### src/rtl/dcc_pkg.sv
// constants and types shared by the converter control block
// Summary of operation
// - without auto-trigger a fresh data write starts that channel's conversion
// - with auto-trigger an event starts conversion only if unconverted data waits
// - data registers accept writes from software and from the DMA controller
// - dual mode drives two outputs, each with own data and conversion control
// - internal analog route carries the direct converter output, not a held output
// - conversion interval and refresh are counted in peripheral clock cycles
// - low-power bit 1 of first control powers the converter down between conversions
// - one 7-bit gain and one 7-bit offset calibration value are provided
// - sample codes are 12 bits; 0xFFF means full reference output
// - bit 4 of first control routes output to comparator and ADC muxes
// - bit 3 of first control puts channel 1 on its pin
// - bit 2 of first control puts channel 0 on its pin
// - bit 0 of first control enables the whole converter
// - bits 6:5 of second control: 00 single channel 0, 10 dual, others reserved
// - channel 1 auto-trigger bit 1: event starts channel 1 after high byte write
// - channel 0 auto-trigger bit 0: event starts channel 0 after high byte write
// - reference bits 4:3: 00 internal 1.00 V, 01 analog supply, 10 external pin
// - left-align bit takes both samples left-aligned in their 16-bit pair
// - three-bit event field picks one of eight event channels
// - default alignment is right: low 8 bits low byte, top 4 bits high byte
// - each channel has a data-empty flag; its registered DMA request is gated by enable, channel 1's also by dual mode
package dcc_pkg;
  // register offsets
  localparam logic [3:0] ADDR_ENABLE_CTRL  = 4'h0;
  localparam logic [3:0] ADDR_MODE_CTRL    = 4'h1;
  localparam logic [3:0] ADDR_REF_ALIGN    = 4'h2;
  localparam logic [3:0] ADDR_EVENT_CTRL   = 4'h3;
  localparam logic [3:0] ADDR_TIMING_CTRL  = 4'h4;
  localparam logic [3:0] ADDR_STATUS       = 4'h5;
  localparam logic [3:0] ADDR_GAIN_CAL     = 4'h8;
  localparam logic [3:0] ADDR_OFFSET_CAL   = 4'h9;
  localparam logic [3:0] ADDR_CH0_LOW      = 4'hC;
  localparam logic [3:0] ADDR_CH0_HIGH     = 4'hD;
  localparam logic [3:0] ADDR_CH1_LOW      = 4'hE;
  localparam logic [3:0] ADDR_CH1_HIGH     = 4'hF;
  // writable bit masks (reserved bits read zero)
  localparam logic [7:0] MASK_ENABLE_CTRL  = 8'h1F;
  localparam logic [7:0] MASK_MODE_CTRL    = 8'h63;
  localparam logic [7:0] MASK_REF_ALIGN    = 8'h19;
  localparam logic [7:0] MASK_EVENT_CTRL   = 8'h07;
  localparam logic [7:0] MASK_TIMING_CTRL  = 8'h7F;
  localparam logic [7:0] MASK_CAL          = 8'h7F;
  localparam logic [7:0] RESET_BYTE        = 8'h00;
  localparam logic [7:0] RESET_TIMING      = 8'h0F;
  // field positions
  localparam int BIT_ENABLE     = 0;
  localparam int BIT_LOW_POWER  = 1;
  localparam int BIT_PIN0       = 2;
  localparam int BIT_PIN1       = 3;
  localparam int BIT_INTERNAL   = 4;
  localparam int BIT_TRIG0      = 0;
  localparam int BIT_TRIG1      = 1;
  localparam int POS_CHAN_CFG   = 5;
  localparam int POS_REF_SOURCE = 3;
  localparam int BIT_LEFT_ALIGN = 0;
  localparam int POS_INTERVAL   = 4;
  // channel configuration codes
  localparam logic [1:0] CFG_SINGLE   = 2'b00;
  localparam logic [1:0] CFG_DUAL     = 2'b10;
  // refresh code that switches auto refresh off, and top legal code
  localparam logic [3:0] REFRESH_OFF  = 4'hF;
  localparam logic [3:0] REFRESH_MAX  = 4'hC;
  // base refresh is 16 cycles (shift of 4)
  localparam int REFRESH_BASE_SHIFT   = 4;
  // extra settling cycles after a power-down in low-power mode
  localparam int WAKE_TIME_NS         = 1000;
  localparam int CLK_PERIOD_NS        = 25;
  localparam logic [7:0] WAKE_CYCLES  = 8'((WAKE_TIME_NS + CLK_PERIOD_NS - 1) / CLK_PERIOD_NS);
  localparam int SAMPLE_W             = 12;
  typedef enum logic [1:0] {DCC_IDLE, DCC_WAKE, DCC_CONVERT} dcc_state_t;
endpackage

### src/rtl/dcc_chan_if.sv
// per-channel data and handshake bundle between main block and channel holder
`timescale 1ns/1ps
`default_nettype none
interface dcc_chan_if;
  logic        wr_low;   // low byte write
  logic        wr_high;  // high byte write
  logic [7:0]  wdata;
  logic        left;     // left-align select
  logic        taken;    // conversion took the pending sample
  logic [11:0] sample;
  logic        pending;  // unconverted data waits
  logic        empty;    // data register empty
  modport owner  (output wr_low, wr_high, wdata, left, taken,
                  input sample, pending, empty);
  modport holder (input wr_low, wr_high, wdata, left, taken,
                  output sample, pending, empty);
endinterface
`default_nettype wire

### src/rtl/dcc_chan.sv
// one channel's data register pair, alignment and empty flag
`timescale 1ns/1ps
`default_nettype none
module dcc_chan (
  input wire logic ref_clk,
  input wire logic rst_n,
  dcc_chan_if.holder ch
);
  import dcc_pkg::*;
  logic [7:0] low_byte;
  logic [7:0] high_byte;

  // byte storage, written by software or DMA alike
  always_ff @(posedge ref_clk) begin
    if (!rst_n) begin
      low_byte  <= RESET_BYTE;
      high_byte <= RESET_BYTE;
    end else begin
      if (ch.wr_low) low_byte <= ch.wdata;
      if (ch.wr_high) high_byte <= ch.wdata;
    end
  end

  // a high byte write commits the sample; set beats the clear of a conversion
  always_ff @(posedge ref_clk) begin
    if (!rst_n) begin
      ch.pending <= 1'b0;
    end else if (ch.wr_high) begin
      ch.pending <= 1'b1;
    end else if (ch.taken) begin
      ch.pending <= 1'b0;
    end
  end

  assign ch.empty = ~ch.pending;
  // right aligned by default, left aligned on request
  assign ch.sample = ch.left ? {high_byte, low_byte[7:4]}
                             : {high_byte[3:0], low_byte};
endmodule
`default_nettype wire

### src/rtl/dcc_top.sv
// converter control: registers, trigger logic, sequencing and output controls
//
// The plain strobed port was decided locally.
`timescale 1ns/1ps
`default_nettype none
module dcc_top (
  input  wire logic                        ref_clk,
  input  wire logic                        rst_n,
  input  wire logic [3:0]                  addr,
  input  wire logic [7:0]                  wdata,
  input  wire logic                        wr_en,
  input  wire logic                        rd_en,
  output var  logic [7:0]                  rdata,
  input  wire logic [7:0]                  event_in,
  output var  logic [1:0]                  dma_req,
  output var  logic [dcc_pkg::SAMPLE_W-1:0] conv_code,
  output var  logic                        conv_start,
  output var  logic                        conv_busy,
  output var  logic                        conv_power,
  output var  logic [1:0]                  hold_load,
  output var  logic [1:0]                  pin_enable,
  output var  logic                        internal_route,
  output var  logic [1:0]                  ref_select,
  output var  logic [6:0]                  gain_trim,
  output var  logic [6:0]                  offset_trim
);
  import dcc_pkg::*;

  logic [7:0] enable_ctrl;
  logic [7:0] mode_ctrl;
  logic [7:0] ref_align;
  logic [7:0] event_ctrl;
  logic [7:0] timing_ctrl;
  logic [7:0] gain_cal;
  logic [7:0] offset_cal;
  logic [7:0] event_meta;
  logic [7:0] event_sync;
  logic       event_hit;
  logic       is_dual;
  dcc_state_t state;
  logic [7:0] wait_cnt;
  logic [7:0] interval_len;
  logic [16:0] refresh_cnt;
  logic [16:0] refresh_len;
  logic       refresh_due;
  logic [1:0] refresh_req;
  logic       cur_ch;
  logic       last_ch;
  logic [1:0] start_ok;
  logic       pick;
  logic       go;
  logic       powered;

  dcc_chan_if ch0 ();
  dcc_chan_if ch1 ();

  dcc_chan u_ch0 (
    .ref_clk (ref_clk),
    .rst_n   (rst_n),
    .ch      (ch0.holder)
  );
  dcc_chan u_ch1 (
    .ref_clk (ref_clk),
    .rst_n   (rst_n),
    .ch      (ch1.holder)
  );

  // write decode into each channel
  assign ch0.wr_low  = wr_en && (addr == ADDR_CH0_LOW);
  assign ch0.wr_high = wr_en && (addr == ADDR_CH0_HIGH);
  assign ch1.wr_low  = wr_en && (addr == ADDR_CH1_LOW);
  assign ch1.wr_high = wr_en && (addr == ADDR_CH1_HIGH);
  assign ch0.wdata   = wdata;
  assign ch1.wdata   = wdata;
  assign ch0.left    = ref_align[BIT_LEFT_ALIGN];
  assign ch1.left    = ref_align[BIT_LEFT_ALIGN];
  assign ch0.taken   = go && !pick && start_ok[0];
  assign ch1.taken   = go && pick && start_ok[1];

  // control registers; reserved bits are masked off on write
  always_ff @(posedge ref_clk) begin
    if (!rst_n) begin
      enable_ctrl <= RESET_BYTE;
      mode_ctrl   <= RESET_BYTE;
      ref_align   <= RESET_BYTE;
      event_ctrl  <= RESET_BYTE;
      timing_ctrl <= RESET_TIMING;
      gain_cal    <= RESET_BYTE;
      offset_cal  <= RESET_BYTE;
    end else if (wr_en) begin
      unique case (addr)
        ADDR_ENABLE_CTRL: enable_ctrl <= wdata & MASK_ENABLE_CTRL;
        ADDR_MODE_CTRL:   mode_ctrl   <= wdata & MASK_MODE_CTRL;
        ADDR_REF_ALIGN:   ref_align   <= wdata & MASK_REF_ALIGN;
        ADDR_EVENT_CTRL:  event_ctrl  <= wdata & MASK_EVENT_CTRL;
        ADDR_TIMING_CTRL: timing_ctrl <= wdata & MASK_TIMING_CTRL;
        ADDR_GAIN_CAL:    gain_cal    <= wdata & MASK_CAL;
        ADDR_OFFSET_CAL:  offset_cal  <= wdata & MASK_CAL;
        default: ;
      endcase
    end
  end

  // read data one cycle after the strobe, zero otherwise and when unmapped
  always_ff @(posedge ref_clk) begin
    if (!rst_n) begin
      rdata <= RESET_BYTE;
    end else if (rd_en) begin
      unique case (addr)
        ADDR_ENABLE_CTRL: rdata <= enable_ctrl;
        ADDR_MODE_CTRL:   rdata <= mode_ctrl;
        ADDR_REF_ALIGN:   rdata <= ref_align;
        ADDR_EVENT_CTRL:  rdata <= event_ctrl;
        ADDR_TIMING_CTRL: rdata <= timing_ctrl;
        ADDR_STATUS:      rdata <= {6'h00, ch1.empty, ch0.empty};
        ADDR_GAIN_CAL:    rdata <= gain_cal;
        ADDR_OFFSET_CAL:  rdata <= offset_cal;
        default:          rdata <= RESET_BYTE;
      endcase
    end else begin
      rdata <= RESET_BYTE;
    end
  end

  // event lines come from outside this clock, two flops first
  always_ff @(posedge ref_clk) begin
    if (!rst_n) begin
      event_meta <= RESET_BYTE;
      event_sync <= RESET_BYTE;
    end else begin
      event_meta <= event_in;
      event_sync <= event_meta;
    end
  end
  assign event_hit = event_sync[event_ctrl[2:0]];

  // dual channel only for the documented code; reserved codes act as single
  assign is_dual = (mode_ctrl[POS_CHAN_CFG +: 2] == CFG_DUAL);

  // conversion interval in clock cycles, 50% longer in dual mode for codes above 0
  function automatic logic [7:0] interval_cycles(input logic [2:0] code, input logic dual);
    logic [7:0] base;
    base = 8'(1) << code;
    interval_cycles = (dual && code != 3'd0) ? 8'(base + (base >> 1)) : base;
  endfunction
  assign interval_len = interval_cycles(timing_ctrl[POS_INTERVAL +: 3], is_dual);
  assign refresh_len  = 17'(1) << (REFRESH_BASE_SHIFT + 32'(timing_ctrl[3:0]));

  // which channel may start now
  always_comb begin
    start_ok[0] = ch0.pending && (!mode_ctrl[BIT_TRIG0] || event_hit);
    start_ok[1] = is_dual && ch1.pending
                  && (!mode_ctrl[BIT_TRIG1] || event_hit);
    if (refresh_req[0]) start_ok[0] = 1'b1;
    if (refresh_req[1] && is_dual) start_ok[1] = 1'b1;
  end
  // alternate between channels when both are ready
  assign pick = (start_ok == 2'b11) ? !last_ch : start_ok[1];
  assign go   = enable_ctrl[BIT_ENABLE] && (state == DCC_IDLE) && (start_ok != 2'b00);

  // refresh timer marks both held outputs for an update
  always_ff @(posedge ref_clk) begin
    if (!rst_n) begin
      refresh_cnt <= '0;
      refresh_req <= 2'b00;
    end else if (!is_dual || !enable_ctrl[BIT_ENABLE]
                 || timing_ctrl[3:0] == REFRESH_OFF || timing_ctrl[3:0] > REFRESH_MAX) begin
      refresh_cnt <= '0;
      refresh_req <= 2'b00;
    end else begin
      refresh_cnt <= refresh_due ? '0 : refresh_cnt + 17'd1;
      refresh_req[0] <= refresh_due | (refresh_req[0] & ~(go & ~pick));
      refresh_req[1] <= refresh_due | (refresh_req[1] & ~(go & pick));
    end
  end
  assign refresh_due = (refresh_cnt == refresh_len - 17'd1);

  // sequencer: optional wake-up, then the conversion interval
  always_ff @(posedge ref_clk) begin
    if (!rst_n) begin
      state    <= DCC_IDLE;
      wait_cnt <= '0;
      cur_ch   <= 1'b0;
      last_ch  <= 1'b0;
    end else if (!enable_ctrl[BIT_ENABLE]) begin
      state    <= DCC_IDLE;
      wait_cnt <= '0;
    end else begin
      unique case (state)
        DCC_IDLE: begin
          if (go) begin
            cur_ch  <= pick;
            last_ch <= pick;
            if (!powered) begin
              state    <= DCC_WAKE;
              wait_cnt <= WAKE_CYCLES - 8'd1;
            end else begin
              state    <= DCC_CONVERT;
              wait_cnt <= interval_len - 8'd1;
            end
          end
        end
        DCC_WAKE: begin
          if (wait_cnt == 8'd0) begin
            state    <= DCC_CONVERT;
            wait_cnt <= interval_len - 8'd1;
          end else begin
            wait_cnt <= wait_cnt - 8'd1;
          end
        end
        DCC_CONVERT: begin
          if (wait_cnt == 8'd0) state <= DCC_IDLE;
          else wait_cnt <= wait_cnt - 8'd1;
        end
      endcase
    end
  end
  // converter is powered only while enabled, and low-power mode lets it drop while idle
  assign powered = !enable_ctrl[BIT_LOW_POWER] && conv_power;

  // registered outputs toward the analog stage
  always_ff @(posedge ref_clk) begin
    if (!rst_n) begin
      conv_code  <= '0;
      conv_start <= 1'b0;
      conv_busy  <= 1'b0;
      conv_power <= 1'b0;
      hold_load  <= 2'b00;
    end else begin
      conv_start <= go;
      conv_busy  <= go || (state != DCC_IDLE && !(state == DCC_CONVERT && wait_cnt == 8'd0));
      conv_power <= enable_ctrl[BIT_ENABLE]
                    && (!enable_ctrl[BIT_LOW_POWER] || go || state != DCC_IDLE);
      if (go) conv_code <= pick ? ch1.sample : ch0.sample;
      // held outputs load at the end of the interval, direct output is conv_code
      hold_load <= (is_dual && state == DCC_CONVERT && wait_cnt == 8'd0)
                   ? (cur_ch ? 2'b10 : 2'b01) : 2'b00;
    end
  end

  // static controls and request lines
  always_ff @(posedge ref_clk) begin
    if (!rst_n) begin
      dma_req        <= 2'b00;
      pin_enable     <= 2'b00;
      internal_route <= 1'b0;
      ref_select     <= 2'b00;
      gain_trim      <= '0;
      offset_trim    <= '0;
    end else begin
      dma_req        <= {ch1.empty & is_dual, ch0.empty} & {2{enable_ctrl[BIT_ENABLE]}};
      pin_enable[0]  <= enable_ctrl[BIT_ENABLE] & enable_ctrl[BIT_PIN0];
      pin_enable[1]  <= enable_ctrl[BIT_ENABLE] & enable_ctrl[BIT_PIN1];
      internal_route <= enable_ctrl[BIT_ENABLE] & enable_ctrl[BIT_INTERNAL];
      ref_select     <= ref_align[POS_REF_SOURCE +: 2];
      gain_trim      <= gain_cal[6:0];
      offset_trim    <= offset_cal[6:0];
    end
  end

  // checks
  property p_start_needs_enable;
    @(posedge ref_clk) disable iff (!rst_n) conv_start |-> $past(enable_ctrl[BIT_ENABLE]);
  endproperty
  a_start_needs_enable: assert property (p_start_needs_enable) else $error("start while off");

  property p_auto_start;
    @(posedge ref_clk) disable iff (!rst_n)
      (enable_ctrl[BIT_ENABLE] && !mode_ctrl[BIT_TRIG0] && !is_dual && state == DCC_IDLE
       && ch0.pending) |=> conv_start;
  endproperty
  a_auto_start: assert property (p_auto_start) else $error("no start on fresh data");

  property p_trig_waits;
    @(posedge ref_clk) disable iff (!rst_n)
      (mode_ctrl[BIT_TRIG0] && !is_dual && !event_hit) |=> !conv_start;
  endproperty
  a_trig_waits: assert property (p_trig_waits) else $error("start without event");

  property p_write_sets_pending;
    @(posedge ref_clk) disable iff (!rst_n) ch0.wr_high |=> ch0.pending;
  endproperty
  a_write_sets_pending: assert property (p_write_sets_pending) else $error("pending lost");

  property p_single_no_ch1;
    @(posedge ref_clk) disable iff (!rst_n) !is_dual |-> !ch1.taken;
  endproperty
  a_single_no_ch1: assert property (p_single_no_ch1) else $error("ch1 in single");

  property p_dma_follows_empty;
    @(posedge ref_clk) disable iff (!rst_n)
      enable_ctrl[BIT_ENABLE] |=> dma_req[0] == $past(ch0.empty);
  endproperty
  a_dma_follows_empty: assert property (p_dma_follows_empty) else $error("dma mismatch");

  property p_pin0;
    @(posedge ref_clk) disable iff (!rst_n)
      ##1 pin_enable[0] == $past(enable_ctrl[BIT_ENABLE] & enable_ctrl[BIT_PIN0]);
  endproperty
  a_pin0: assert property (p_pin0) else $error("pin 0 enable wrong");

  property p_low_power_off;
    @(posedge ref_clk) disable iff (!rst_n)
      (enable_ctrl[BIT_LOW_POWER] && state == DCC_IDLE && !go) ##1 enable_ctrl[BIT_LOW_POWER]
      |-> !conv_power;
  endproperty
  a_low_power_off: assert property (p_low_power_off) else $error("powered while idle");

  property p_off_no_start;
    @(posedge ref_clk) disable iff (!rst_n) !enable_ctrl[BIT_ENABLE] |=> !conv_start;
  endproperty
  a_off_no_start: assert property (p_off_no_start) else $error("start while disabled");

  property p_single_pulse;
    @(posedge ref_clk) disable iff (!rst_n) conv_start |=> !conv_start;
  endproperty
  a_single_pulse: assert property (p_single_pulse) else $error("start held");

  property p_hold_dual_only;
    @(posedge ref_clk) disable iff (!rst_n) (hold_load != 2'b00) |-> $past(is_dual);
  endproperty
  a_hold_dual_only: assert property (p_hold_dual_only) else $error("load in single");

  property p_internal_route;
    @(posedge ref_clk) disable iff (!rst_n)
      ##1 internal_route == $past(enable_ctrl[BIT_ENABLE] & enable_ctrl[BIT_INTERNAL]);
  endproperty
  a_internal_route: assert property (p_internal_route) else $error("route wrong");

  property p_wake_entry;
    @(posedge ref_clk) disable iff (!rst_n)
      (go && !powered) |=> (state == DCC_WAKE && wait_cnt == WAKE_CYCLES - 8'd1);
  endproperty
  a_wake_entry: assert property (p_wake_entry) else $error("no wake-up");

  property p_code_loaded;
    @(posedge ref_clk) disable iff (!rst_n) (go && !pick) |=> conv_code == $past(ch0.sample);
  endproperty
  a_code_loaded: assert property (p_code_loaded) else $error("wrong code");

  c_dual_load: cover property (@(posedge ref_clk) disable iff (!rst_n) hold_load == 2'b10);
  c_event_start: cover property (@(posedge ref_clk) disable iff (!rst_n)
                                 mode_ctrl[BIT_TRIG0] ##1 conv_start);
  c_wake: cover property (@(posedge ref_clk) disable iff (!rst_n) state == DCC_WAKE);
  c_refresh: cover property (@(posedge ref_clk) disable iff (!rst_n) refresh_due && is_dual);
  c_left_start: cover property (@(posedge ref_clk) disable iff (!rst_n) go && ch0.left);
endmodule
`default_nettype wire

### config.mk
export PLATFORM = sky130hd
export DESIGN_NAME = dcc_top
export DESIGN_NICKNAME = d
export VERILOG_FILES = /design/src/rtl/dcc_pkg.sv /design/src/rtl/dcc_chan_if.sv /design/src/rtl/dcc_chan.sv /design/src/rtl/dcc_top.sv
export SDC_FILE = /design/constraint.sdc
export NUM_CORES = 1
export LEC_CHECK = 0
export BUFFER_PORTS_ARGS = -buffer_cell sky130_fd_sc_hd__buf_2
export CAP_MARGIN = 20
export CORE_ASPECT_RATIO = 0.9
export CORE_MARGIN = 2
export CORE_UTILIZATION = 55
export DETAILED_ROUTE_END_ITERATION = 10
export MAX_ROUTING_LAYER = met4
export PLACE_DENSITY = 0.75
export SETUP_SLACK_MARGIN = 0.15
export SYNTH_ARGS = -nofsm -noshare
export SYNTH_HDL_FRONTEND = slang
export SYNTH_SLANG_ARGS = --single-unit
### constraint.sdc
create_clock -name ref_clk -period 8.9 [get_ports ref_clk]
set_clock_uncertainty 0.05 [all_clocks]
set_input_delay 2.225 -clock ref_clk [delete_from_list [all_inputs] [get_ports ref_clk]]
set_output_delay 2.225 -clock ref_clk [all_outputs]
set_load 0.1 [all_outputs]
Word-level counts from Yosys, hierarchy flattened
Index checks and enable logic that the tools add are counted.

Logic and storage cells: 165. Output and inout port bits: 46. Input bits: 24. Bits in registers: 162.

Muxes and demuxes: 25. Order comparisons: 2. Add/subtract/negate cells: 6. Reduce and logical (&&, ||, !) cells: 60. Eq/ne operators: 21. Bitwise logic cells: 17. Shift-type cells: 2.

Operators with widths (number): $pmux 7 s8 (1); $mux 8 (5); $mux 12 (3); $eq 4x4->1 const B (7); $pmux 8 s3 (1); $reduce_and 2->1 (11); $logic_and 1x1->1 (21); $add 17x1->17 const B (1); $eq 17x17->1 (1); $shl 1x5->17 const A (1); $sub 17x1->17 const B (1); $sub 8x1->8 const B (2); $mux 2 (5); $add 8x7->8 (1); $and 1x1->1 (8); $eq 4x2->1 const B (2); $eq 4x3->1 const B (2); $logic_not 1->1 (8); $logic_not 8->1 (1); $logic_or 1x1->1 (8); $mux 1 (8); $ne 2x2->1 const B (4); $reduce_bool 2->1 (4); $shl 1x3->8 const A (1); 17 further kinds (26).

Depth between registers and ports, before layout
Gate-level depths: netlist of the first run.

Depth after elaboration: 12. Depth in mapped cells: 18. Depth with buffers taken out: 13.

Hierarchy
From an unflattened synthesis of the first run, not the netlist that was laid out.

Cells, all modules: 877. Area total of the unflattened synthesis: 8061.5 um^2.

Modules (own cells, without submodules): dcc_top (area an instance 6417.4 um^2, cells each 741, times used 1, sequential area each 2542.4 um^2); dcc_chan (area an instance 822.0 um^2, cells each 68, times used 2, sequential area each 340.3 um^2).

Worst setup path before layout of the first run
Ideal clock, no wire load.

Kind: input -> register. Start: input addr[0]. End: register u_ch1.high_byte[1]. Data arrival time: 3.534 ns. Required time: 8.734 ns. Setup slack: 5.200 ns. Library setup time: 0.116 ns. Stages: 5. Buffers on the path: 1. Cells stage by stage: buf_1 nand2_1 nor2_1 mux2i_1 nor2b_1.

Word-level cells in the longest chain between the ends: 2.

RTL lines: from (decl) (line dcc_top.sv:9) `input wire logic [3:0] addr,`; $eq 4x4->1 (line dcc_top.sv:72) `assign ch1.wr_high = wr_en && (addr == ADDR_CH1_HIGH);`; $logic_and 1x1->1 (line dcc_top.sv:72); to (signal assigned) (line dcc_chan.sv:20) `if (ch.wr_high) high_byte <= ch.wdata;`; to (decl) (line dcc_chan.sv:11) `logic [7:0] high_byte;`.

No other way between the ends. A chain may end at the register's enable or synchronous reset.

Final worst setup path of the first run
Start: register timing_ctrl[2]. End: register refresh_cnt[3].

Word-level cells in the longest chain between the ends: 5. Elaborated cells on any way between the ends: 9. Those cells by class: add/sub (2); order compare (1); eq/ne (2); shift (1); reduce/logical (3).

RTL lines: from (decl) (line dcc_top.sv:33) `logic [7:0] timing_ctrl;`; from (signal assigned) (line dcc_top.sv:96) `ADDR_TIMING_CTRL: timing_ctrl <= wdata & MASK_TIMING_CTRL;`; $add 3x4->5 (line dcc_top.sv:147) `assign refresh_len = 17'(1) << (REFRESH_BASE_SHIFT + 32'(timing_ctrl[3:0]));`; $shl 1x5->17 (line dcc_top.sv:147); $sub 17x1->17 (line dcc_top.sv:176) `assign refresh_due = (refresh_cnt == refresh_len - 17'd1);`; $eq 17x17->1 (line dcc_top.sv:176); $reduce_or 3->1 (no source line) *; to (signal assigned) (line dcc_top.sv:171) `refresh_cnt <= refresh_due ? '0 : refresh_cnt + 17'd1;`; to (decl) (line dcc_top.sv:43) `logic [16:0] refresh_cnt;`.

Every way passes the cells marked *; elsewhere a longest branch is shown, timed or not.

==> results of run 1 <==
-- cells in the final DEF (no fill, tap or decap), types with 4 or more instances in the layout --
cell type and count:
dfxtp_1 161, mux2i_1 79, nand2_1 72, buf_2 68, nor2_1 67, nor2b_1 59
nand3_1 36, and2_1 34, a21oi_1 32, a21boi_0 20, inv_1 19, nor3_1 18
xnor2_1 17, xor2_1 17, clkbuf_16 17, o21ai_0 16, ha_1 14, nand2b_1 11
o21ai_1 9, o221ai_2 9, o211ai_1 8, o21a_1 7, o31ai_1 6, a31oi_1 5
nor3b_1 5, a32oi_1 5, and3_1 5, a21o_1 5, inv_8 5, or2_2 4
a221oi_1 4, nand3b_1 4, and4_1 4, nand4_1 4, mux2_1 4
-- registers in the layout (all words and copies together) (netlist names), 4 cells and up --
signal,count
conv_code,12
offset_trim,7
gain_trim,7
gain_cal,7
timing_ctrl,7
u_ch0.low_byte,8
offset_cal,7
u_ch1.high_byte,8
rdata,7
u_ch1.low_byte,8
u_ch0.high_byte,8
event_sync,8
mode_ctrl,4
refresh_cnt,17
event_meta,8
wait_cnt,8
enable_ctrl,5
-- cells in the mapped netlist, drive strengths merged, types with 4 or more instances --
| cell | number | area share |
|---|---|---|
| o31ai | 6 | 0.0057 |
| o221ai | 10 | 0.018 |
| a21o | 5 | 0.0048 |
| nor2 | 68 | 0.033 |
| o211ai | 8 | 0.0076 |
| nand4 | 4 | 0.0032 |
| xor2 | 17 | 0.019 |
| nand3 | 36 | 0.023 |
| a32oi | 5 | 0.0055 |
| buf | 19 | 0.014 |
| clkbuf | 47 | 0.022 |
| mux2i | 79 | 0.10 |
| a21boi | 20 | 0.019 |
| and3 | 5 | 0.0040 |
| o21ai | 27 | 0.018 |
| nor2b | 59 | 0.047 |
| or2 | 5 | 0.0043 |
| mux2 | 5 | 0.0071 |
| a21oi | 33 | 0.021 |
| o21a | 7 | 0.0067 |
| a31oi | 5 | 0.0040 |
| inv | 19 | 0.0090 |
| and2 | 34 | 0.027 |
| xnor2 | 17 | 0.019 |
| nor3 | 18 | 0.011 |
| a221oi | 5 | 0.0063 |
| nand3b | 4 | 0.0038 |
| and4 | 4 | 0.0044 |
| dfxtp | 161 | 0.41 |
| nor3b | 6 | 0.0057 |
| nand2b | 11 | 0.0087 |
| nand2 | 72 | 0.034 |
| ha | 14 | 0.022 |
-- critical path, cell delays in order (launching register included) --
cell and delay [ns]:
dfxtp_1 0.77, inv_1 0.25, ha_1 0.58, nor3_1 0.31, nand3_1 0.11, ha_1 0.33
nor3_1 0.29, a22o_1 0.19, a22oi_1 0.09, xnor2_1 0.18, nor4_1 0.36, a21o_1 0.53
nor2_1 0.11
-- worst paths after layout --
kind / start / to / slack, ns
min: event_meta[5] / event_sync[5] / 0.38
max reg2reg: timing_ctrl[2] / refresh_cnt[3] / 4.61
max: timing_ctrl[2] / refresh_cnt[3] / 4.61
min reg2reg: event_meta[5] / event_sync[5] / 0.38
-- cell families (layout without fill, tap and decap cells) --
logic type,count (synthesis),in the layout,synth area share
compound gates,156,156,0.145
xor+xnor,34,34,0.0377
fa+ha+maj,14,14,0.0222
buf+inv,85,123,0.0450
flops,161,161,0.408
mux,86,86,0.113
other cells,1,1,0.000475
simple gates,343,343,0.228
-- per-layer routing --
metal  global-route usage  vias to the layer above
li1                     -                     3115
met1                0.342                     2964
met2                0.370                      175
met3               0.0491                       25
met4               0.0827                        0
met5                    -                        -
-- area by class of cell --
cell class	count	area [um2]
clock buffers	18	439
clock inverters	14	160
fillers	1150	5170
inverters	19	71.3
multi-input cells	634	4330
flip-flops and latches	161	3220
well taps	193	241
repair buffers	72	374
-- power by group through the flow --
stage / Clock [mW] / Sequential, mW / Combinational (mW)
finish: 0.740 / 0.735 / 0.0767
global route: 0.780 / 0.735 / 0.0824
CTS: 0.748 / 0.735 / 0.0757
detailed placement: 0 / 0.751 / 0.0752
global placement: 0 / 0.751 / 0.0744
floorplan: 0 / 0.753 / 0.0536
==> key figures, run 1 <==
Synthesis
  • Async set-reset flop share out of synthesis: 0
  • Synth warn: 0
  • Syn Inst Count: 880
  • Post-synth design cell area: 7900 um2
  • Count of unique library cells instantiated by Yosys: 73
  • Syn nets: 918
  • Mean cell area of the mapped netlist: 8.97 um2
  • Synth Flop Type: dfxtp_1
  • Post-synthesis sequential area ratio: 0.408
  • EDFF count, synth: 0
  • Synthesized flop and latch total: 161

Clock tree
  • Post-CTS sizing: 0
  • CTS tree: built
  • H-Tree Depth: 4
  • Cts bufs inserted: 17
  • Reg clk slew, reported paths: 0.06 ns
  • Clock Tree Buf Depth: 2
  • Setup bufs post-CTS: 0
  • CTS Hold Buffers Added: 0
  • # clock sinks: 161
  • Root buf cell: clkbuf_16
  • Skew-Pair Late Insertion Delay: 0.44 ns

Routing
  • First-pass iteration count of the detailed router: 5
  • DR iter-0 viols: 488
  • Vias: 6279
  • Met2 wirelength from detailed routing: 8230 um
  • DRT met1 WL: 8690 um
  • Residual DRC: 0
  • Remaining antenna violation count after routing: 0
  • Vias per cell: 5.65
  • Total Routed Length: 18100 um
  • Drt wl/cell: 16.3 um
  • Max Used Layer: met4
  • Met3 WL post-DR: 893 um

Critical path
  • Worst setup EP type: flip-flop
  • Critical path type: flip-flop to flip-flop
  • Crit path DAT: 4.54 ns
  • R2R cell count: 12
  • Required time worst endpoint: 9.15 ns
  • CP startpoint kind: flip-flop
  • Crit path max fanout: 22

Flow run
  • Maximum capacitance violations: 0

Timing
  • Final hold viol count: 0
  • Post-route setup TNS: 0 ns
  • Relative slew slack: 0.270
  • Final worst-path cycle share: 0.482
  • RSZ-0062 raised after global routing: no
  • Tmin final: 4.29 ns
  • Max-slew violation count: 0
  • Final setup fails: 0
  • Worst slew pin tran: 1.09 ns
  • Final WS setup: 4.61 ns
  • Worst hold slack: 0.382 ns
  • FMAX: 233 MHz

Placed design
  • Routability congestion estimate: 0.926
  • DPL Wire Length: 12000 um
  • Post-DP Area: 8220 um2
  • Post-Place Worst Slack: 4.60 ns
  • Port bufs: 68
  • DP Cell Count: 1077

Power and ir drop
  • Internal: 1.16 mW
  • Clock power share: 0.477
  • Logic pwr share: 0.049
  • Peak supply drop: 0.000161 V
  • Switching share of total power: 0.251
  • Total power: 1.55 mW
  • Static leakage: 3.22 nW
  • Sequential power share: 0.474
  • PwrDens: 176 nW/um2
  • NetSw: 0.389 mW

Floorplanning
  • # rows: 41
  • Die area: 15300 um2
  • Die Span X: 130 um
  • IO Pins: 70
  • Initial Utilization: 0.564
  • CORE AREA: 14000 um2
  • Die Span Y: 118 um

Layout
  • Area Growth Syn to Fin: 11.9%
  • Final core utilization: 0.631
  • Final net count: 943
  • Cell Count, Final, Fillers Out: 1111
  • Layout cell share with drive strength beyond 1: 0.143
  • Finished Cell Area: 8840 um2
  • ANT cells: 0

Run status
  • Outcome: complete, no violations

Hold path
  • Hold crit path type: flip-flop to flip-flop
  • Worst Hold Depth: 1

Global routing
  • Largest net degree at the start of global routing: 114
  • Antenna violations before repair: 0
  • Global Route Usage Sum: 0.250
  • Number of global-route vias before repair: 5804
  • Total gr overflow: 0
  • Global-route wire length before repair: 29400 um
Note: power is estimated with default switching activity, not from simulation.
==> run 2, diff against run 1 <==
--- a/config.mk
+++ b/config.mk
@@ -5,14 +5,15 @@
 export SDC_FILE = /design/constraint.sdc
 export NUM_CORES = 1
 export LEC_CHECK = 0
+export ABC_AREA = 1
 export BUFFER_PORTS_ARGS = -buffer_cell sky130_fd_sc_hd__buf_2
 export CAP_MARGIN = 20
 export CORE_ASPECT_RATIO = 0.9
 export CORE_MARGIN = 2
-export CORE_UTILIZATION = 55
+export CORE_UTILIZATION = 54
 export DETAILED_ROUTE_END_ITERATION = 10
 export MAX_ROUTING_LAYER = met4
-export PLACE_DENSITY = 0.75
+export PLACE_DENSITY = 0.76
 export SETUP_SLACK_MARGIN = 0.15
 export SYNTH_ARGS = -nofsm -noshare
 export SYNTH_HDL_FRONTEND = slang
==> constraint.sdc (replaced) <==
create_clock -name ref_clk -period 3.8 [get_ports ref_clk]
set_clock_uncertainty 0.05 [all_clocks]
set_input_delay 0.95 -clock ref_clk [delete_from_list [all_inputs] [get_ports ref_clk]]
set_output_delay 0.95 -clock ref_clk [all_outputs]
set_load 0.1 [all_outputs]
==> run 2 against run 1 <==
Compared with the run above:
- non-clock buffer count unchanged
- combinational power rose to 2.6 times the previous value
- critical path type unchanged
- register-to-register slack worse by 3.8 ns
- synthesized cell count up 26%
- core utilization down 0.55 points
- count of clock-buffer cells in the layout unchanged
- critical path depth up 4
- hold slack worse by 0.021 ns
- cell area down 1.6%
- largest cell class unchanged
==> key figures, run 2 <==
Clock tree
  • CTS tree: built (unchanged)
  • Root buf cell: clkbuf_16 (unchanged)
  • Setup bufs post-CTS: 0 (unchanged)
  • Cts bufs inserted: 17 (unchanged)
  • Reg clk slew, reported paths: 0.06 ns (about the same)
  • # clock sinks: 161 (unchanged)
  • CTS Hold Buffers Added: 0 (unchanged)
  • Clock Tree Buf Depth: 2 (unchanged)
  • H-Tree Depth: 4 (unchanged)
  • Post-CTS sizing: 0 (unchanged)
  • Skew-Pair Late Insertion Delay: 0.43 ns (was 0.44 ns)

Layout
  • Layout cell share with drive strength beyond 1: 0.102 (was 0.143)
  • Final net count: 1199 (was 943)
  • Regs by FF count: refresh_cnt: 17 flops, conv_code: 12 flops (unchanged)
  • Commonest non-fill, non-tap cell in the layout: nand2_1 (was dfxtp_1)
  • Biggest register: refresh_cnt (unchanged)
  • ANT cells: 0 (unchanged)
  • Cell Count, Final, Fillers Out: 1367 (was 1111)
  • Area Growth Syn to Fin: 14.5% (was 11.9%)
  • FF/Latch Area: 3220 um2 (unchanged)
  • Area of the multi-input gates: 3580 um2 (was 4330 um2)
  • Finished Cell Area: 8700 um2 (was 8840 um2)
  • Fillers: 1323 (was 1150)
  • Commonest non-fill, non-tap cells in the layout: nand2_1, inv_1, dfxtp_1 (was dfxtp_1, mux2i_1, nand2_1)
  • Max reg flops: 17 (unchanged)

Global routing
  • GRT busiest layer: met2 (unchanged)
  • GR Util met1: 0.344 (was 0.342)
  • Grt met2 use: 0.384 (was 0.370)
  • Number of global-route vias before repair: 6144 (was 5804)
  • Antenna violations before repair: 0 (unchanged)
  • Largest net degree at the start of global routing: 79 (was 114)
  • Global Route Usage Sum: 0.255 (was 0.250)
  • Met3 Resource Use GR: 0.0614 (was 0.0491)
  • Global-route wire length before repair: 29400 um (about the same)
  • Total gr overflow: 0 (unchanged)

Timing
  • RSZ-0062 raised after global routing: no (unchanged)
  • Worst hold slack: 0.361 ns (was 0.382 ns)
  • Post-route setup TNS: 0 ns (unchanged)
  • Final worst-path cycle share: 0.788 (was 0.482)
  • Relative slew slack: 0.555 (was 0.270)
  • Tmin final: 2.99 ns (was 4.29 ns)
  • Final setup fails: 0 (unchanged)
  • Worst slew pin tran: 0.667 ns (was 1.09 ns)
  • Final hold viol count: 0 (unchanged)
  • Max-slew violation count: 0 (unchanged)
  • FMAX: 334 MHz (was 233 MHz)

Critical path
  • CP startpoint kind: flip-flop (unchanged)
  • Worst setup EP type: flip-flop (unchanged)
  • Crit path max fanout: 17 (was 22)
  • Critical path type: flip-flop to flip-flop (unchanged)
  • Required time worst endpoint: 4.11 ns (was 9.15 ns)
  • Crit path DAT: 3.30 ns (was 4.54 ns)

Synthesis
  • Synthesized flop and latch total: 161 (unchanged)
  • Post-synth top area share: 0.425 (was 0.408)
  • Cell with the most instances after synthesis: nand2_1 (was dfxtp_1)
  • Post-synthesis sequential area ratio: 0.425 (was 0.408)
  • Post-synth design cell area: 7590 um2 (was 7900 um2)
  • Synth warn: 0 (unchanged)
  • Mean cell area of the mapped netlist: 6.85 um2 (was 8.97 um2)
  • Most instantiated cells after synthesis: nand2_1, inv_1, dfxtp_1, nor2_1, o21ai_0 (was dfxtp_1, mux2i_1, nand2_1, nor2_1, nor2b_1)
  • EDFF count, synth: 0 (unchanged)
  • Top cells by area, synth: dfxtp_1, nand2_1, inv_1 (was dfxtp_1, mux2i_1, nor2b_1)
  • Count of unique library cells instantiated by Yosys: 42 (was 73)
  • Area leader, netlist: dfxtp_1 (unchanged)
  • Synth Flop Type: dfxtp_1 (unchanged)
  • Syn nets: 1146 (was 918)
  • Async set-reset flop share out of synthesis: 0 (unchanged)
  • Syn Inst Count: 1108 (was 880)

Placed design
  • Port bufs: 68 (unchanged)
  • Routability congestion estimate: 0.957 (was 0.926)
  • DP Cell Count: 1334 (was 1077)
  • DPL Wire Length: 12800 um (was 12000 um)
  • Post-DP Area: 8040 um2 (was 8220 um2)

Hold path
  • Hold crit path type: flip-flop to flip-flop (unchanged)

Floorplanning
  • IO Pins: 70 (unchanged)
  • Die Span Y: 116 um (was 118 um)
  • Die Span X: 129 um (was 130 um)
  • Die area: 15000 um2 (was 15300 um2)
  • Initial Utilization: 0.546 (was 0.564)
  • # rows: 41 (unchanged)
  • CORE AREA: 13900 um2 (was 14000 um2)

Run status
  • Outcome: complete, no violations (unchanged)

Power and ir drop
  • Static leakage: 3.95 nW (was 3.22 nW)
  • Total power: 3.74 mW (was 1.55 mW)
  • Peak supply drop: 0.000377 V (was 0.000161 V)
  • PwrDens: 431 nW/um2 (was 176 nW/um2)

Routing
  • Vias per cell: 5.13 (was 5.65)
  • Residual DRC: 0 (unchanged)
  • Vias: 7019 (was 6279)
  • First-pass iteration count of the detailed router: 5 (unchanged)
  • DR iter-0 viols: 577 (was 488)
  • Remaining antenna violation count after routing: 0 (unchanged)
  • Drt wl/cell: 13.0 um (was 16.3 um)
  • Total Routed Length: 17700 um (was 18100 um)

Flow run
  • Maximum capacitance violations: 0 (unchanged)
==> run 2: cell type report <==
cell class | count | share of cell area
sequential | 161 | 0.371
inverter | 168 | 0.0725
tap | 193 | 0.0278
multi-input combinational | 741 | 0.412
timing repair buffer | 72 | 0.0449
clock inverter | 14 | 0.0219
clock buffer | 18 | 0.0505
==> run 2: layer usage <==
| metal | vias to the layer above | wire [um] | part of all wire |
|---|---|---|---|
| li1 | 3592 | - | - |
| met1 | 3207 | 8500 | 0.48 |
| met2 | 192 | 7950 | 0.45 |
| met3 | 28 | 1010 | 0.057 |
| met4 | 0 | 276 | 0.016 |
| met5 | - | 0 | 0 |
==> run 2: worst max-delay path: stages, from the launching register on <==
cell	delay [ns]
dfxtp_1	0.52
inv_2	0.17
ha_1	0.34
inv_1	0.10
nand2_2	0.11
nor2_4	0.15
nand2_1	0.11
ha_1	0.26
xor2_1	0.16
or3_1	0.36
nand3_1	0.09
nor2_1	0.04
nand2_1	0.05
nor2_1	0.04
nand2_2	0.10
nand2_4	0.13
nor2_1	0.13
==> run 2: cell families after synthesis <==
logic type               after synthesis  synth area share
buffers and inverters                206             0.104
AND/OR/NAND/NOR                      477             0.257
other                                  1          0.000494
flip-flops                           161             0.425
AO/OA/AOI/OAI                        213             0.150
adder cells (fa/ha/maj)               14            0.0231
XOR/XNOR                              36            0.0415
==> run 2: path summary, 6_finish.rpt <==
path	start	to	slack, ns	depth (start not counted)
setup / recovery	timing_ctrl[2]	refresh_cnt[13]	0.81	16
hold reg to reg	event_meta[1]	event_sync[1]	0.36	2
hold / removal	event_meta[1]	event_sync[1]	0.36	2
setup reg to reg	timing_ctrl[2]	refresh_cnt[13]	0.81	16
==> run 2: where the power goes <==
part / switching [mW] / leakage, nW / internal (mW)
Sequential: 0.0143 / 1.30 / 1.71
Clock: 0.741 / 0.311 / 1.08
Combinational: 0.145 / 2.34 / 0.0531
Total: 0.900 / 3.95 / 2.84
==> run 2: per-stage QoR <==
step / util / worst slack (ns)
after floorplan: - / 1.10
after global placement: 0.578 / 0.922
after detailed placement: 0.578 / 0.827
after CTS: 0.624 / 0.813
after global routing: 0.626 / 0.504
final: 0.626 / 0.807
==> run 3, diff against run 2 <==
==> constraint.sdc (replaced) <==
create_clock -name ref_clk -period 2.7 [get_ports ref_clk]
set_clock_uncertainty 0.05 [all_clocks]
set_input_delay 0.675 -clock ref_clk [delete_from_list [all_inputs] [get_ports ref_clk]]
set_output_delay 0.675 -clock ref_clk [all_outputs]
set_load 0.1 [all_outputs]
==> run 3 against run 2 <==
Compared with the run above:
- worst setup slack worse by 0.63 ns
- highest routed layer unchanged
- maximum frequency up 18%
- via count up 0.87%
==> key figures, run 3 (same netlist as run 2, synthesis figures left out) <==
Power and ir drop
  • Switching share of total power: 0.256 (was 0.240)
  • NetSw: 1.27 mW (was 0.900 mW)
  • Clock power share: 0.453 (was 0.486)
  • Logic pwr share: 0.058 (was 0.053)
  • Peak supply drop: 0.000626 V (was 0.000377 V)
  • Static leakage: 4.00 nW (was 3.95 nW)
  • Internal: 3.70 mW (was 2.84 mW)
  • Sequential power share: 0.489 (was 0.462)
  • PwrDens: 562 nW/um2 (was 431 nW/um2)
  • Total power: 4.97 mW (was 3.74 mW)

Routing
  • Vias per cell: 5.12 (was 5.13)
  • Vias: 7080 (was 7019)
  • Met2 wirelength from detailed routing: 8390 um (was 7950 um)
  • Total Routed Length: 18500 um (was 17700 um)
  • Remaining antenna violation count after routing: 0 (unchanged)
  • Drt wl/cell: 13.3 um (was 13.0 um)
  • DR iter-0 viols: 573 (was 577)
  • Residual DRC: 0 (unchanged)
  • Met3 WL post-DR: 1110 um (was 1010 um)
  • DRT met1 WL: 8580 um (was 8500 um)
  • Max Used Layer: met4 (unchanged)
  • First-pass iteration count of the detailed router: 5 (unchanged)

Floorplanning
  • Die Span X: 129 um (unchanged)
  • Die area: 15000 um2 (unchanged)
  • # rows: 41 (unchanged)
  • CORE AREA: 13900 um2 (unchanged)
  • Die Span Y: 116 um (unchanged)
  • Initial Utilization: 0.546 (unchanged)
  • IO Pins: 70 (unchanged)

Placed design
  • DP Cell Count: 1344 (was 1334)
  • Routability congestion estimate: 0.878 (was 0.957)
  • DPL Wire Length: 12900 um (was 12800 um)
  • Post-Place Worst Slack: 0.0579 ns (was 0.827 ns)
  • Port bufs: 68 (unchanged)

Critical path
  • Critical path type: flip-flop to flip-flop (unchanged)
  • Crit path DAT: 2.80 ns (was 3.30 ns)
  • CP startpoint kind: flip-flop (unchanged)
  • Crit path max fanout: 5 (was 17)
  • Worst setup EP type: flip-flop (unchanged)
  • Required time worst endpoint: 2.97 ns (was 4.11 ns)

Global routing
  • Number of global-route vias before repair: 6164 (was 6144)
  • Antenna violations before repair: 0 (unchanged)
  • Total gr overflow: 0 (unchanged)
  • Largest net degree at the start of global routing: 71 (was 79)
  • Global Route Usage Sum: 0.258 (was 0.255)
  • Global-route wire length before repair: 29600 um (was 29400 um)

Timing
  • RSZ-0062 raised after global routing: yes (was no)
  • Final worst-path cycle share: 0.936 (was 0.788)
  • Final setup fails: 0 (unchanged)
  • Worst slew pin tran: 1.01 ns (was 0.667 ns)
  • Post-route setup TNS: 0 ns (unchanged)
  • Tmin final: 2.53 ns (was 2.99 ns)
  • Relative slew slack: 0.325 (was 0.555)
  • Final WS setup: 0.172 ns (was 0.807 ns)
  • Max-slew violation count: 0 (unchanged)
  • Final hold viol count: 0 (unchanged)
  • FMAX: 396 MHz (was 334 MHz)

Clock tree
  • Cts bufs inserted: 17 (unchanged)
  • Clock Tree Buf Depth: 2 (unchanged)
  • Root buf cell: clkbuf_16 (unchanged)
  • # clock sinks: 161 (unchanged)
  • H-Tree Depth: 4 (unchanged)
  • Skew-Pair Late Insertion Delay: 0.44 ns (was 0.43 ns)
  • Reg clk slew, reported paths: 0.07 ns (was 0.06 ns)
  • CTS tree: built (unchanged)
  • CTS Hold Buffers Added: 0 (unchanged)

Layout
  • Final core utilization: 0.637 (was 0.626)
  • Area Growth Syn to Fin: 16.7% (was 14.5%)
  • Commonest non-fill, non-tap cell in the layout: nand2_1 (unchanged)
  • Layout cell share with drive strength beyond 1: 0.139 (was 0.102)
  • Cell Count, Final, Fillers Out: 1384 (was 1367)
  • Max reg flops: 17 (unchanged)
  • Biggest register: refresh_cnt (unchanged)
  • Regs by FF count: refresh_cnt: 17 flops, conv_code: 12 flops (unchanged)
  • Final net count: 1216 (was 1199)
  • ANT cells: 0 (unchanged)
  • Commonest non-fill, non-tap cells in the layout: nand2_1, inv_1, dfxtp_1 (unchanged)

Hold path
  • Hold crit path type: flip-flop to flip-flop (unchanged)

Run status
  • Outcome: complete, no violations (unchanged)

Flow run
  • Maximum capacitance violations: 0 (unchanged)
-- run 3: cell types whose count changed in the layout (fill, tap and decap cells not counted), moves of 5 or more --
| cell | delta |
|---|---|
| buf_4 | +15 |
| dfxtp_1 | -5 |
| inv_1 | -5 |
| nor2_1 | -13 |
| nor2_2 | +11 |
-- run 3: final cells by class --
class / instances / area (um2)
fillers: 1297 / 5040
well taps: 193 / 241
clock buffers: 19 / 433
inverters: 168 / 636
repair buffers: 87 / 480
clock inverters: 13 / 114
flip-flops and latches: 161 / 3240
multi-input cells: 743 / 3720
-- run 3: critical path, cell delays in order (launching register included) --
cell and delay, ns:
dfxtp_4 0.38, inv_4 0.04, ha_4 0.22, inv_4 0.07
nand2_4 0.05, nor2_4 0.14, nand2_2 0.09, ha_4 0.27
xor2_1 0.16, nand3_1 0.09, nor2_1 0.11, nand3_1 0.09
nor2_1 0.11, nand2_1 0.07, nor2_2 0.15, nand2_4 0.14
nand2_4 0.14, nor2_1 0.05
-- run 3: power groups by stage --
stage	Clock (mW)	Sequential, mW	Combinational (mW)
after floorplan	0	2.51	0.166
after global placement	0	2.48	0.271
after detailed placement	0	2.48	0.275
after CTS	2.28	2.43	0.279
after global routing	2.38	2.43	0.321
final	2.26	2.43	0.289
-- run 3: path summary, 6_finish.rpt --
check                 start             end  slack, ns  depth (start not counted)
min           event_meta[1]   event_sync[1]       0.36                          2
min reg2reg   event_meta[1]   event_sync[1]       0.36                          2
max          timing_ctrl[2]  refresh_cnt[2]       0.17                         17
max reg2reg  timing_ctrl[2]  refresh_cnt[2]       0.17                         17
-- run 3: metal layers --
metal	global-route usage	vias up
li1	-	3630
met1	0.337	3192
met2	0.404	221
met3	0.0518	37
met4	0.0819	0
met5	-	-
-- run 3: timing repair --
item,4_1_cts,5_1_grt
resized for setup,2,37
buffers inserted,3,2
cloned,1,1
pin swaps,1,10
endpoints found under the setup margin,17,26
-- run 3: through the flow --
stage,instance area [um2],hold WS (ns)
after floorplan,7610,0.340
final,8860,0.361
after detailed placement,8130,0.345
after global routing,8860,0.372
after global placement,8130,0.342
after CTS,8720,0.359
